File: src/fdtc_defines.svh
// constants for the drive timing, configure and relative seek block
`ifndef FDTC_DEFINES_SVH
`define FDTC_DEFINES_SVH
`define FDTC_OFS_TIMING  5'h00
`define FDTC_OFS_CONFIG  5'h04
`define FDTC_OFS_RATE    5'h08
`define FDTC_OFS_CMD     5'h0C
`define FDTC_OFS_XFER    5'h10
`define FDTC_OFS_STATUS  5'h14
`define FDTC_OFS_VERSION 5'h18
`define FDTC_HUT_LSB     0
`define FDTC_SRT_LSB     4
`define FDTC_HLT_LSB     8
`define FDTC_ND_BIT      15
`define FDTC_EIS_BIT     0
`define FDTC_FDIS_BIT    1
`define FDTC_PDIS_BIT    2
`define FDTC_THR_LSB     4
`define FDTC_PRE_LSB     8
`define FDTC_TIMING_RST  16'h0000
`define FDTC_CONFIG_RST  16'h0002
`define FDTC_RATE_500K   3'h0
`define FDTC_RATE_300K   3'h1
`define FDTC_RATE_250K   3'h2
`define FDTC_RATE_1M     3'h3
`define FDTC_RATE_2M     3'h4
`define FDTC_OPC_SEEK_LO 4'hF
`define FDTC_OPC_RECAL   8'h07
`define FDTC_CLK_MHZ     100
`define FDTC_UNIT_500K_US 1000
`define FDTC_STEP_PULSE_NS 1000
`define FDTC_STEP_PULSE_CYC (`FDTC_STEP_PULSE_NS * `FDTC_CLK_MHZ / 1000)
`define FDTC_SRT_BASE    5'h10
`define FDTC_HUT_MULT    5'h10
`define FDTC_HLT_MULT    5'h02
`define FDTC_RECAL_MAX   8'h50
`endif

File: src/fdtc_pkg.sv
// types and shared arithmetic of the drive timing block
package fdtc_pkg;
`include "fdtc_defines.svh"
   typedef enum logic [1:0] {S_IDLE, S_EVAL, S_WAIT, S_PULSE} fdtc_seek_t;
   typedef enum logic [1:0] {X_IDLE, X_SEEK, X_LOAD, X_EXEC} fdtc_xfer_t;
   typedef enum logic [1:0] {OP_SEEK, OP_REL, OP_RECAL} fdtc_op_t;

   // code zero means the longest interval, 256 units
   function automatic logic [8:0] code_units(input logic [6:0] code,
                                             input logic [4:0] mult);
      logic [11:0] p;
      p = code * mult;
      return (code == 7'h00) ? 9'h100 : p[8:0];
   endfunction

   // one timer unit is 1 ms at 500 kbps, scaled by the rate
   function automatic int unsigned unit_period(input logic [2:0] rate,
                                               input int unsigned base);
      case (rate)
         `FDTC_RATE_2M:   return base / 4;
         `FDTC_RATE_1M:   return base / 2;
         `FDTC_RATE_300K: return base * 5 / 3;
         `FDTC_RATE_250K: return base * 2;
         default:         return base;
      endcase
   endfunction
endpackage

File: src/fdtc_tick.sv
// timer unit divider, one-cycle tick per unit at the chosen rate
`timescale 1ns/100ps
module fdtc_tick #(
   parameter int unsigned UNIT_CYC = 100000
) (
   input  wire logic       clk,
   input  wire logic       srst,
   input  wire logic [2:0] rate,
   output logic            tick
);
   logic [31:0] cnt_reg;
   wire  [31:0] period = fdtc_pkg::unit_period(rate, UNIT_CYC);
   wire         wrap   = (cnt_reg >= period - 32'h0000_0001);

   // rate change applies to the running count at once; a shorter period can end the current unit early
   always_ff @(posedge clk)
   begin
      if (srst || wrap)
         cnt_reg <= 32'h0000_0000;
      else
         cnt_reg <= cnt_reg + 32'h0000_0001;
      tick <= !srst && wrap;
   end
endmodule

File: src/fdtc_sync.sv
// two-stage synchroniser for a drive pin
`timescale 1ns/100ps
module fdtc_sync (
   input  wire logic clk,
   input  wire logic srst,
   input  wire logic din,
   output logic      dout
);
   logic meta_reg;

   // first stage feeds only the second
   always_ff @(posedge clk)
   begin
      if (srst)
      begin
         meta_reg <= 1'b0;
         dout     <= 1'b0;
      end
      else
      begin
         meta_reg <= din;
         dout     <= meta_reg;
      end
   end
endmodule

File: src/fdtc_top.sv
// drive timing, configure, version and seek engine with Avalon slave
//
// Chosen here: the placing of the registers and the Avalon-MM slave port.
`timescale 1ns/100ps
`include "fdtc_defines.svh"
module fdtc_top #(
   parameter int unsigned UNIT_500K_CYC = `FDTC_UNIT_500K_US * `FDTC_CLK_MHZ,
   parameter logic [7:0]  VERSION_BYTE  = 8'h5A // arbitrary value
) (
   input  wire logic        clk,
   input  wire logic        srst,
   input  wire logic [4:0]  avs_address,
   input  wire logic        avs_read,
   input  wire logic        avs_write,
   input  wire logic [31:0] avs_writedata,
   output logic      [31:0] avs_readdata,
   output logic             avs_waitrequest,
   input  wire logic        track_zero_input,
   output logic             step_out,
   output logic             direction_out,
   output logic             head_load_out,
   output logic             disk_dma_request,
   output logic             request_for_master,
   output logic             disk_interrupt_out
);
   localparam logic [6:0] PULSE_CYC = 7'(`FDTC_STEP_PULSE_CYC);

   logic [15:0]          timing_reg;
   logic [15:0]          cfg_reg;
   logic [2:0]           rate_reg;
   logic [7:0]           pcn_reg;
   logic [7:0]           tgt_reg;
   logic [7:0]           steps_reg;
   logic                 dir_reg;
   logic                 imp_reg;
   logic [4:0]           cnt_reg;
   logic [6:0]           pls_reg;
   logic                 se_reg;
   logic                 ec_reg;
   logic                 int_reg;
   logic                 poll_reg;
   logic                 head_reg;
   logic [8:0]           xcnt_reg;
   logic [8:0]           hut_reg;
   logic                 xreq_reg;
   logic [4:0]           burst_reg;
   logic                 tick;
   logic                 trk0_s;
   fdtc_pkg::fdtc_seek_t st_reg;
   fdtc_pkg::fdtc_xfer_t xst_reg;
   fdtc_pkg::fdtc_op_t   op_reg;

   fdtc_tick #(
      .UNIT_CYC (UNIT_500K_CYC)
   ) u_tick (
      .clk  (clk),
      .srst (srst),
      .rate (rate_reg),
      .tick (tick)
   );

   fdtc_sync u_trk0 (
      .clk  (clk),
      .srst (srst),
      .din  (track_zero_input),
      .dout (trk0_s)
   );

   // bus decode: first cycle of a request, and the accepting edge
   wire acc    = (avs_read || avs_write) && avs_waitrequest;
   wire wr_go  = avs_write && !avs_waitrequest;
   wire sel_tm = avs_address == `FDTC_OFS_TIMING;
   wire sel_cf = avs_address == `FDTC_OFS_CONFIG;
   wire sel_rt = avs_address == `FDTC_OFS_RATE;
   wire sel_cm = avs_address == `FDTC_OFS_CMD;
   wire sel_xf = avs_address == `FDTC_OFS_XFER;
   wire sel_st = avs_address == `FDTC_OFS_STATUS;
   wire sel_vr = avs_address == `FDTC_OFS_VERSION;

   // field views of the stored timing and configure words
   wire [3:0] hut_code = timing_reg[`FDTC_HUT_LSB +: 4];
   wire [3:0] srt_code = timing_reg[`FDTC_SRT_LSB +: 4];
   wire [6:0] hlt_code = timing_reg[`FDTC_HLT_LSB +: 7];
   wire       nd       = timing_reg[`FDTC_ND_BIT];
   wire       implied_seek_enable      = cfg_reg[`FDTC_EIS_BIT];
   wire       fdis     = cfg_reg[`FDTC_FDIS_BIT];
   wire       pdis     = cfg_reg[`FDTC_PDIS_BIT];
   wire [3:0] thr      = cfg_reg[`FDTC_THR_LSB +: 4];
   wire [4:0] srt_u    = `FDTC_SRT_BASE - {1'b0, srt_code};
   wire [8:0] hut_u    = fdtc_pkg::code_units({3'h0, hut_code},
                                              `FDTC_HUT_MULT);
   wire [8:0] hlt_u    = fdtc_pkg::code_units(hlt_code, `FDTC_HLT_MULT);
   wire [4:0] bsize    = fdis ? 5'h01 : {1'b0, thr} + 5'h01;

   // command decode; one engine, so no second seek may start
   wire [7:0] opc     = avs_writedata[15:8];
   wire       fam     = opc[3:0] == `FDTC_OPC_SEEK_LO;
   wire       recal   = opc == `FDTC_OPC_RECAL;
   wire       sk_idle = st_reg == fdtc_pkg::S_IDLE;
   wire       cmd_go  = wr_go && sel_cm && sk_idle && (fam || recal);
   wire       xgo     = wr_go && sel_xf && avs_writedata[0] && sk_idle
                        && xst_reg == fdtc_pkg::X_IDLE;
   wire       imp_go  = xgo && implied_seek_enable;
   wire       sk_go   = cmd_go || imp_go;
   wire       xend    = wr_go && sel_xf && avs_writedata[1]
                        && xst_reg == fdtc_pkg::X_EXEC;
   wire       xack    = wr_go && sel_xf && avs_writedata[2]
                        && xst_reg == fdtc_pkg::X_EXEC && xreq_reg;
   wire       sense   = wr_go && sel_st;

   // seek termination tests, taken before each step
   wire o_seek = op_reg == fdtc_pkg::OP_SEEK;
   wire o_rel  = op_reg == fdtc_pkg::OP_REL;
   wire o_rec  = op_reg == fdtc_pkg::OP_RECAL;
   wire hit_w  = o_seek ? (pcn_reg == tgt_reg)
               : o_rel  ? (steps_reg == tgt_reg) : trk0_s;
   wire fail_w = o_rec ? (steps_reg == `FDTC_RECAL_MAX)
               : (o_rel && !dir_reg && trk0_s);
   wire in_ev  = st_reg == fdtc_pkg::S_EVAL;
   wire finish = in_ev && (hit_w || fail_w) && !imp_reg;
   wire p_end  = st_reg == fdtc_pkg::S_PULSE && pls_reg == 7'h01;
   wire w_end  = st_reg == fdtc_pkg::S_WAIT && tick && cnt_reg == 5'h01;
   wire x_ent  = xst_reg == fdtc_pkg::X_LOAD && xcnt_reg == 9'h000;
   wire poll_f = poll_reg && !pdis && !head_reg;

   // read mux; unmapped offsets read zero
   wire [31:0] rd_mux =
      sel_tm ? {16'h0000, timing_reg} :
      sel_cf ? {16'h0000, cfg_reg} :
      sel_rt ? {29'h0000_0000, rate_reg} :
      sel_cm ? {24'h00_0000, tgt_reg} :
      sel_st ? {17'h0_0000, disk_dma_request, request_for_master,
                int_reg, head_reg, ec_reg, se_reg, !sk_idle, pcn_reg} :
      sel_vr ? {24'h00_0000, VERSION_BYTE} :
      32'h0000_0000;

   // one wait cycle on every access, answer on the second
   always_ff @(posedge clk)
   begin
      if (srst)
      begin
         avs_waitrequest <= 1'b1;
         avs_readdata    <= 32'h0000_0000;
      end
      else
      begin
         avs_waitrequest <= !acc;
         if (acc)
            avs_readdata <= rd_mux;
      end
   end

   // software settings; reset gives the configure defaults
   always_ff @(posedge clk)
   begin
      if (srst)
      begin
         timing_reg <= `FDTC_TIMING_RST;
         cfg_reg    <= `FDTC_CONFIG_RST;
         rate_reg   <= `FDTC_RATE_500K;
      end
      else
      begin
         if (wr_go && sel_tm)
            timing_reg <= avs_writedata[15:0];
         if (wr_go && sel_cf)
            cfg_reg <= avs_writedata[15:0];
         if (wr_go && sel_rt)
            rate_reg <= avs_writedata[2:0];
      end
   end

   // seek engine sequencing
   always_ff @(posedge clk)
   begin
      if (srst)
         st_reg <= fdtc_pkg::S_IDLE;
      else
         case (st_reg)
            fdtc_pkg::S_IDLE:
               if (sk_go)
                  st_reg <= fdtc_pkg::S_EVAL;
            fdtc_pkg::S_EVAL:
               if (hit_w || fail_w)
                  st_reg <= fdtc_pkg::S_IDLE;
               else
                  st_reg <= fdtc_pkg::S_WAIT;
            fdtc_pkg::S_WAIT:
               if (w_end)
                  st_reg <= fdtc_pkg::S_PULSE;
            fdtc_pkg::S_PULSE:
               if (p_end)
                  st_reg <= fdtc_pkg::S_EVAL;
            default:
               st_reg <= fdtc_pkg::S_IDLE;
         endcase
   end

   // command capture; relative seek told apart by the opcode MSB
   always_ff @(posedge clk)
   begin
      if (srst)
      begin
         op_reg  <= fdtc_pkg::OP_SEEK;
         tgt_reg <= 8'h00;
         imp_reg <= 1'b0;
      end
      else if (sk_go)
      begin
         imp_reg <= imp_go;
         tgt_reg <= imp_go ? avs_writedata[15:8] : avs_writedata[7:0];
         if (recal && !imp_go)
            op_reg <= fdtc_pkg::OP_RECAL;
         else if (!imp_go && opc[7])
            op_reg <= fdtc_pkg::OP_REL;
         else
            op_reg <= fdtc_pkg::OP_SEEK;
      end
   end

   // direction: relative from opcode bit 6, seek by compare
   always_ff @(posedge clk)
   begin
      if (srst)
         dir_reg <= 1'b0;
      else if (cmd_go)
         dir_reg <= !recal && opc[7] && opc[6];
      else if (in_ev && o_seek)
         dir_reg <= tgt_reg > pcn_reg;
   end

   // cylinder counter wraps mod 256; recalibrate zeroes it
   always_ff @(posedge clk)
   begin
      if (srst)
         pcn_reg <= 8'h00;
      else if (cmd_go && recal)
         pcn_reg <= 8'h00;
      else if (p_end && !o_rec)
         pcn_reg <= dir_reg ? pcn_reg + 8'h01 : pcn_reg - 8'h01;
   end

   // pulse count, compared with the count, never with the cylinder
   always_ff @(posedge clk)
   begin
      if (srst || sk_go)
         steps_reg <= 8'h00;
      else if (p_end)
         steps_reg <= steps_reg + 8'h01;
   end

   // step spacing in units, then a fixed-width pulse
   always_ff @(posedge clk)
   begin
      if (srst)
      begin
         cnt_reg <= 5'h00;
         pls_reg <= 7'h00;
      end
      else
      begin
         if (in_ev)
            cnt_reg <= srt_u;
         else if (st_reg == fdtc_pkg::S_WAIT && tick)
            cnt_reg <= cnt_reg - 5'h01;
         if (w_end)
            pls_reg <= PULSE_CYC;
         else if (st_reg == fdtc_pkg::S_PULSE)
            pls_reg <= pls_reg - 7'h01;
      end
   end

   // sticky results; a set in the clearing cycle wins
   always_ff @(posedge clk)
   begin
      if (srst)
      begin
         se_reg   <= 1'b0;
         ec_reg   <= 1'b0;
         int_reg  <= 1'b0;
         poll_reg <= 1'b1;
      end
      else
      begin
         se_reg   <= finish || (se_reg && !sense);
         ec_reg   <= (finish && !hit_w) || (ec_reg && !sense);
         int_reg  <= finish || poll_f || (int_reg && !sense);
         poll_reg <= poll_reg && !poll_f;
      end
   end

   // read/write sequence: implied seek, head load, execution
   always_ff @(posedge clk)
   begin
      if (srst)
         xst_reg <= fdtc_pkg::X_IDLE;
      else
         case (xst_reg)
            fdtc_pkg::X_IDLE:
               if (xgo)
                  xst_reg <= implied_seek_enable ? fdtc_pkg::X_SEEK
                                 : fdtc_pkg::X_LOAD;
            fdtc_pkg::X_SEEK:
               if (sk_idle)
                  xst_reg <= fdtc_pkg::X_LOAD;
            fdtc_pkg::X_LOAD:
               if (x_ent)
                  xst_reg <= fdtc_pkg::X_EXEC;
            fdtc_pkg::X_EXEC:
               if (xend)
                  xst_reg <= fdtc_pkg::X_IDLE;
            default:
               xst_reg <= fdtc_pkg::X_IDLE;
         endcase
   end

   // head timers; extra unit covers the free-running first tick
   always_ff @(posedge clk)
   begin
      if (srst)
      begin
         xcnt_reg <= 9'h000;
         hut_reg  <= 9'h000;
         head_reg <= 1'b0;
      end
      else
      begin
         if (xgo)
            xcnt_reg <= head_reg ? 9'h000 : hlt_u + 9'h001;
         else if (xst_reg == fdtc_pkg::X_LOAD && tick && xcnt_reg != 9'h000)
            xcnt_reg <= xcnt_reg - 9'h001;
         if (xend)
            hut_reg <= hut_u + 9'h001;
         else if (xgo)
            hut_reg <= 9'h000;
         else if (tick && hut_reg != 9'h000)
            hut_reg <= hut_reg - 9'h001;
         if (xst_reg == fdtc_pkg::X_LOAD)
            head_reg <= 1'b1;
         else if (tick && hut_reg == 9'h001)
            head_reg <= 1'b0;
      end
   end

   // transfer requests in bursts of the threshold plus one, one byte if off
   always_ff @(posedge clk)
   begin
      if (srst || xend)
         xreq_reg <= 1'b0;
      else if (x_ent)
         xreq_reg <= 1'b1;
      else if (xack && burst_reg == 5'h01)
         xreq_reg <= 1'b0;
      else if (xst_reg == fdtc_pkg::X_EXEC)
         xreq_reg <= 1'b1;
   end

   always_ff @(posedge clk)
   begin
      if (srst)
         burst_reg <= 5'h00;
      else if (x_ent || (xack && burst_reg == 5'h01))
         burst_reg <= bsize;
      else if (xack)
         burst_reg <= burst_reg - 5'h01;
   end

   // registered pins; request goes to DMA or to master flag
   always_ff @(posedge clk)
   begin
      if (srst)
      begin
         step_out           <= 1'b0;
         direction_out      <= 1'b0;
         head_load_out      <= 1'b0;
         disk_dma_request   <= 1'b0;
         request_for_master <= 1'b0;
         disk_interrupt_out <= 1'b0;
      end
      else
      begin
         step_out           <= w_end || (st_reg == fdtc_pkg::S_PULSE
                                         && !p_end);
         direction_out      <= dir_reg;
         head_load_out      <= head_reg;
         disk_dma_request   <= xreq_reg && !nd;
         request_for_master <= xreq_reg && nd;
         disk_interrupt_out <= int_reg || (xreq_reg && nd);
      end
   end
endmodule

File: config.mk
export PLATFORM = sky130hd
export DESIGN_NAME = fdtc_top
export DESIGN_NICKNAME = d
export VERILOG_FILES = /design/src/fdtc_pkg.sv /design/src/fdtc_tick.sv /design/src/fdtc_sync.sv /design/src/fdtc_top.sv
export VERILOG_INCLUDE_DIRS = /design/src
export SDC_FILE = /design/constraint.sdc
export NUM_CORES = 1
export LEC_CHECK = 0
export ABC_AREA = 0
export BUFFER_PORTS_ARGS = -buffer_cell sky130_fd_sc_hd__buf_2
export CORE_ASPECT_RATIO = 0.5
export CORE_MARGIN = 10
export CORE_UTILIZATION = 24
export DETAILED_ROUTE_END_ITERATION = 10
export GPL_TIMING_DRIVEN = 0
export SYNTH_ARGS = -nofsm -noshare
export SYNTH_HDL_FRONTEND = slang
export SYNTH_SLANG_ARGS = --single-unit
File: constraint.sdc
create_clock -name clk -period 2.99 [get_ports clk]
set_clock_uncertainty 0.1 [all_clocks]
set_input_delay 0.299 -clock clk [delete_from_list [all_inputs] [get_ports clk]]
set_output_delay 0.299 -clock clk [all_outputs]
set_load 0.02 [all_outputs]
# Word-level counts from Yosys, hierarchy flattened
# Cells that the tools add are included.
dict set report totals {
  reg_bits 182
  in_bits 42
  output_inout_bits 39
  elab_cells 233
}
dict set report op_classes {
  add_sub_neg 14
  n_lt_le_gt_ge 2
  n_eq_ne 34
  n_mux 47
  n_reduce_logical 101
}
# operator n
set ops {}
lappend ops {{$mux 9} 8}
lappend ops {{$pmux 18 s4} 1}
lappend ops {{$logic_and 1x1->1} 50}
lappend ops {{$mux 15} 3}
lappend ops {{$add 32x1->32 const B} 1}
lappend ops {{$ge 32x32->1} 1}
lappend ops {{$mux 16} 2}
lappend ops {{$mux 5} 5}
lappend ops {{$mux 7} 3}
lappend ops {{$mux 2} 10}
lappend ops {{$sub 18x1->19 const B} 1}
lappend ops {{$add 9x1->9 const B} 2}
lappend ops {{$reduce_bool 9->1} 2}
lappend ops {{$sub 9x1->9 const B} 2}
lappend ops {{$add 8x1->8 const B} 2}
lappend ops {{$eq 8x8->1} 2}
lappend ops {{$logic_not 1->1} 16}
lappend ops {{$mux 8} 2}
lappend ops {{$pmux 2 s4} 2}
lappend ops {{$eq 5x5->1 const B} 3}
lappend ops {{$logic_or 1x1->1} 14}
lappend ops {{$ne 2x2->1 const B} 6}
lappend ops {{$reduce_bool 2->1} 6}
lappend ops {{$mux 1} 11}
lappend ops {{29 further kinds} 43}

# Longest topological paths before layout
dict set report logic_depth {
  word_depth 11
  depth_mapped 15
  ltp_nobuf 13
}

# Hierarchy
# From an unflattened synthesis, not the netlist that was laid out.
dict set report hier_totals {
  hier_cells 1035
  area_unflattened_um2 9043.7
}
# mod instances cells_each area_per_inst_um2 seq_area_each_um2
set by_module_without_submodules {}
lappend by_module_without_submodules {fdtc_top 1 845 7272.0 2622.5}
lappend by_module_without_submodules {fdtc_tick 1 186 1719.1 660.6}
lappend by_module_without_submodules {fdtc_sync 1 4 52.6 40.0}

# Worst setup path after synthesis
# No wires, ideal clock.
dict set report synth_timing {
  path_kind {register to register}
  startpoint {register rate_reg[0]}
  endpoint {register u_tick.cnt_reg[10]}
  t_arrival_ns 2.783
  required_ns 2.804
  path_slack_ns 0.021
  stages_incl_launch_ff 14
  n_path_buf 2
  period_less_slack_ns 2.969
  cell_sequence {dfxtp_1 > clkbuf_1 > nand2b_1 > nor2_1 > a21oi_1 > ha_1 > inv_1 > xnor2_1 > ha_1 > o2111a_1 > a221oi_1 > o211ai_1 > clkbuf_1 > a211oi_1}
}
dict set report synth_between {
  elab_chain_len 5
}
# element line_no
set synth_lines {}
lappend synth_lines {{start: declaration} fdtc_top.sv:30} ;# logic [2:0] rate_reg;
lappend synth_lines {{start signal: assignment} fdtc_top.sv:160} ;# rate_reg <= `FDTC_RATE_500K;
lappend synth_lines {{start signal: assignment} fdtc_top.sv:169} ;# rate_reg <= avs_writedata[2:0];
lappend synth_lines {{$eq 3x2->1, or another cell as far along} fdtc_pkg.sv:19} ;# case (rate)
lappend synth_lines {{$pmux 18 s4 (*)} fdtc_pkg.sv:19}
lappend synth_lines {{$sub 18x1->19 (*)} fdtc_tick.sv:13} ;# wire wrap = (cnt_reg >= period - 32'h0000_0001);
lappend synth_lines {{$ge 32x32->1 (*)} fdtc_tick.sv:13}
lappend synth_lines {{$logic_or 1x1->1 (*)} fdtc_tick.sv:18} ;# if (srst || wrap)
lappend synth_lines {{end signal: assignment} fdtc_tick.sv:21} ;# cnt_reg <= cnt_reg + 32'h0000_0001;
lappend synth_lines {{end: declaration} fdtc_tick.sv:11} ;# logic [31:0] cnt_reg;
# Mark *: on every way between the ends. The rest lies on a longest branch, timed or not.
# A chain may end at the register's enable or synchronous reset.

# Final worst setup path
dict set report layout_timing {
  startpoint {register rate_reg[2]}
  endpoint {register u_tick.cnt_reg[18]}
}
# The elaborated chain is that of the path after synthesis.

==> metrics <==
status finished, final reports clean; Slew HR 0.340; final hold vios 0; Antenna Diode Count 0; Syn Area/Cell between 8 and 9 um2; Root Driver clkbuf_16; Vias/cell 4.77; Warnings, synthesis 0; clock sink count 166; DRC Markers 0; clk_lat worst skew 0.44 ns; initial antenna violation count 0; post-detailed-route count of antenna-violating nets 0; Initial DRT Pass Iterations 9; core box area 36000 um2; f_max ~360 MHz; reg2reg end u_tick.cnt_reg[18]; hold slack 0.0353 ns; grt ovf 0; layout cells sized above 1 0.111; crit path time final 2.78 ns; H-tree depth 4; clock transition at the registers of the reported paths 0.07 ns; Total GRT Usage 0.115; CP startpoint kind flip-flop; HP Class primary input to flip-flop; max-slew violations 0; PD cells between 500 and 600 nW/um2; clock tree buffer depth 2; max reg flops 32; vias in the first global route 7300; Pleak around 4.1 nW; Period Utilization, post-route 0.930; Gate Count Post-Synth 1012; post-DR wirelength/cell 16.4 um; # Max-Cap Violations 0; Worst Hold End cfg_reg[5]; Finished Layout Cells 1599; Worst Tran Pin Value 0.982 ns; global-route wire length before repair 41.3 mm; via count 7626; area delta synth->final 18.5%; port bufs 45; critical path capture point type flip-flop; die width roughly 290 um; io pins 81; Post-synth EDFFs 0; #FFs+latches synth 166; largest net degree at the start of global routing 17; RSZ-0062 raised after global routing false; placed cell count 1569; Min-Delay Path Depth 3; Die Y 155 um; maximum VDD drop 0.357 mV; row count 49; final WL 26.3 mm; Crit Path Category flip-flop to flip-flop; Distinct cells, synth 70; Util after Layout 0.289; worst r2r src rate_reg[2]; cts bufs inserted 17; sequential share of the synthesized area 0.378; DRT iter0 DRCs 558; HP Start avs_writedata[5]; CTS tree built; cells on worst reg2reg path 14; Reg2Reg Setup Slack between 0.2 and 0.25 ns; Design Power approximately 6 mW; Final #Nets 1202; CP Data Required Time 3.24 ns; mapped cell area 8780 um2; Max FO, Critical Path 10; post-synthesis async set-or-reset flop share 0; die area 45100 um2; setup violation total in the final timing report 0; crit path DAT 3.03 ns; RePlAce Congestion 0.894; Initial Utilization 0.244; DP HPWL approximately 20 mm; ys flop type dfxtp_1
-- final cells by class --
| cell class | count | area (um2) |
|---|---|---|
| Sequential cell | 166 | 3330 |
| Tap cell | 484 | 606 |
| Fill cell | 3833 | 25600 |
| Timing Repair Buffer | 47 | 243 |
| Inverter | 50 | 188 |
| Multi-Input combinational cell | 761 | 5100 |
| Clock inverter | 12 | 200 |
| Buffer | 60 | 300 |
| Clock buffer | 19 | 443 |
-- power by group --
group / switching, mW / internal, mW / total [mW]
combinational: 0.643 / 0.415 / 1.06
clock: 0.945 / 1.50 / 2.45
sequential: 0.124 / 2.35 / 2.48
-- through the flow --
step           setup WS [ns]  TNS [ns]  instance area [um2]
2_1_floorplan         0.0213         0                 8890
3_3_place_gp          -0.748    -10.76                 9720
3_5_place_dp          -0.761    -11.18                 9720
4_1_cts               0.0350         0                10400
5_1_grt              0.00863         0                10400
6_report               0.210         0                10400
-- routing by layer --
metal	global-route usage	vias up	wire length, um
met5	0	-	0
met4	0.0450	0	679
met3	0.0188	45	1080
met2	0.204	190	13000
met1	0.137	3590	11600
li1	-	3801	-
-- logic make-up after synthesis --
kind of cell | after synthesis | share of synthesized area
AO/OA/AOI/OAI | 233 | 0.186
AND/OR/NAND/NOR | 341 | 0.191
flip-flops | 166 | 0.378
other | 2 | 0.000855
XOR/XNOR | 63 | 0.0628
buffers and inverters | 113 | 0.0563
adder cells (fa/ha/maj) | 57 | 0.0821
multiplexers | 37 | 0.0426
-- placed cells by master (no fill, tap or decap), drive strengths merged, types with 5 or more instances in the layout --
master and count:
a22oi 13, a21oi 56, nand2 73, xor2 27
clkbuf 54, inv 51, nand4 18, nor2b 8
bufinv 5, o21ai 22, mux2i 34, nand2b 7
dfxtp 166, xnor2 36, nor4 13, or4 5
nor3 30, conb 30, or4b 5, a21o 14
nand3 21, a311oi 5, ha 56, and3 12
a211oi 60, and2 7, a31oi 12, nor2 114
buf 71, a22o 7, a222oi 9, or3 11
-- how the worst max path moves through the flow --
stage	startpoint	endpoint	slack (ns)	cells past startpoint
floorplan	rate_reg[0]	u_tick.cnt_reg[10]	0.02	13
global placement	rate_reg[0]	u_tick.cnt_reg[18]	-0.75	13
detailed placement	rate_reg[0]	u_tick.cnt_reg[15]	-0.76	13
CTS	rate_reg[0]	u_tick.cnt_reg[18]	0.04	12
global route	rate_reg[2]	u_tick.cnt_reg[18]	0.009	14
finish	rate_reg[2]	u_tick.cnt_reg[18]	0.21	14
-- Yosys cell counts, types with 8 or more instances --
master | n | area [um2]
dfxtp_1 | 166 | 3320
nor2_1 | 114 | 428
nand2_1 | 73 | 274
a211oi_1 | 60 | 450
a21oi_1 | 56 | 280
ha_1 | 56 | 701
inv_1 | 49 | 184
clkbuf_1 | 38 | 143
xnor2_1 | 36 | 315
mux2i_1 | 34 | 340
nor3_1 | 30 | 150
xor2_1 | 27 | 236
nand3_1 | 21 | 105
o21ai_0 | 21 | 105
nand4_1 | 18 | 113
buf_4 | 17 | 128
a21o_1 | 14 | 105
a22oi_1 | 13 | 97.6
nor4_1 | 13 | 81.3
a31oi_1 | 12 | 75.1
and3_1 | 12 | 75.1
or3_1 | 11 | 68.8
a222oi_1 | 9 | 90.1
nor2b_1 | 8 | 50.1
-- critical path, cell delays in order (launching register included) --
cell and delay, ns:
dfxtp_4 0.38, nand2b_1 0.22, nor2_4 0.14, a21oi_1 0.06
ha_1 0.20, inv_1 0.08, a21oi_1 0.07, o21a_1 0.18
ha_1 0.17, a21o_1 0.15, a21o_1 0.16, a21oi_1 0.18
o211ai_1 0.15, clkbuf_4 0.23, a211oi_1 0.23
-- timing repair --
action | 4_1_cts | 5_1_grt
endpoints found under the setup margin | 20 | 18
setup buffers | 1 | 0
hold buffers | 1 | 0
pin swaps | 1 | 0
hold endpoints to repair | 1 | 0
gates resized for setup | 6 | 10
No activity file was read; power rests on OpenSTA's default activity.
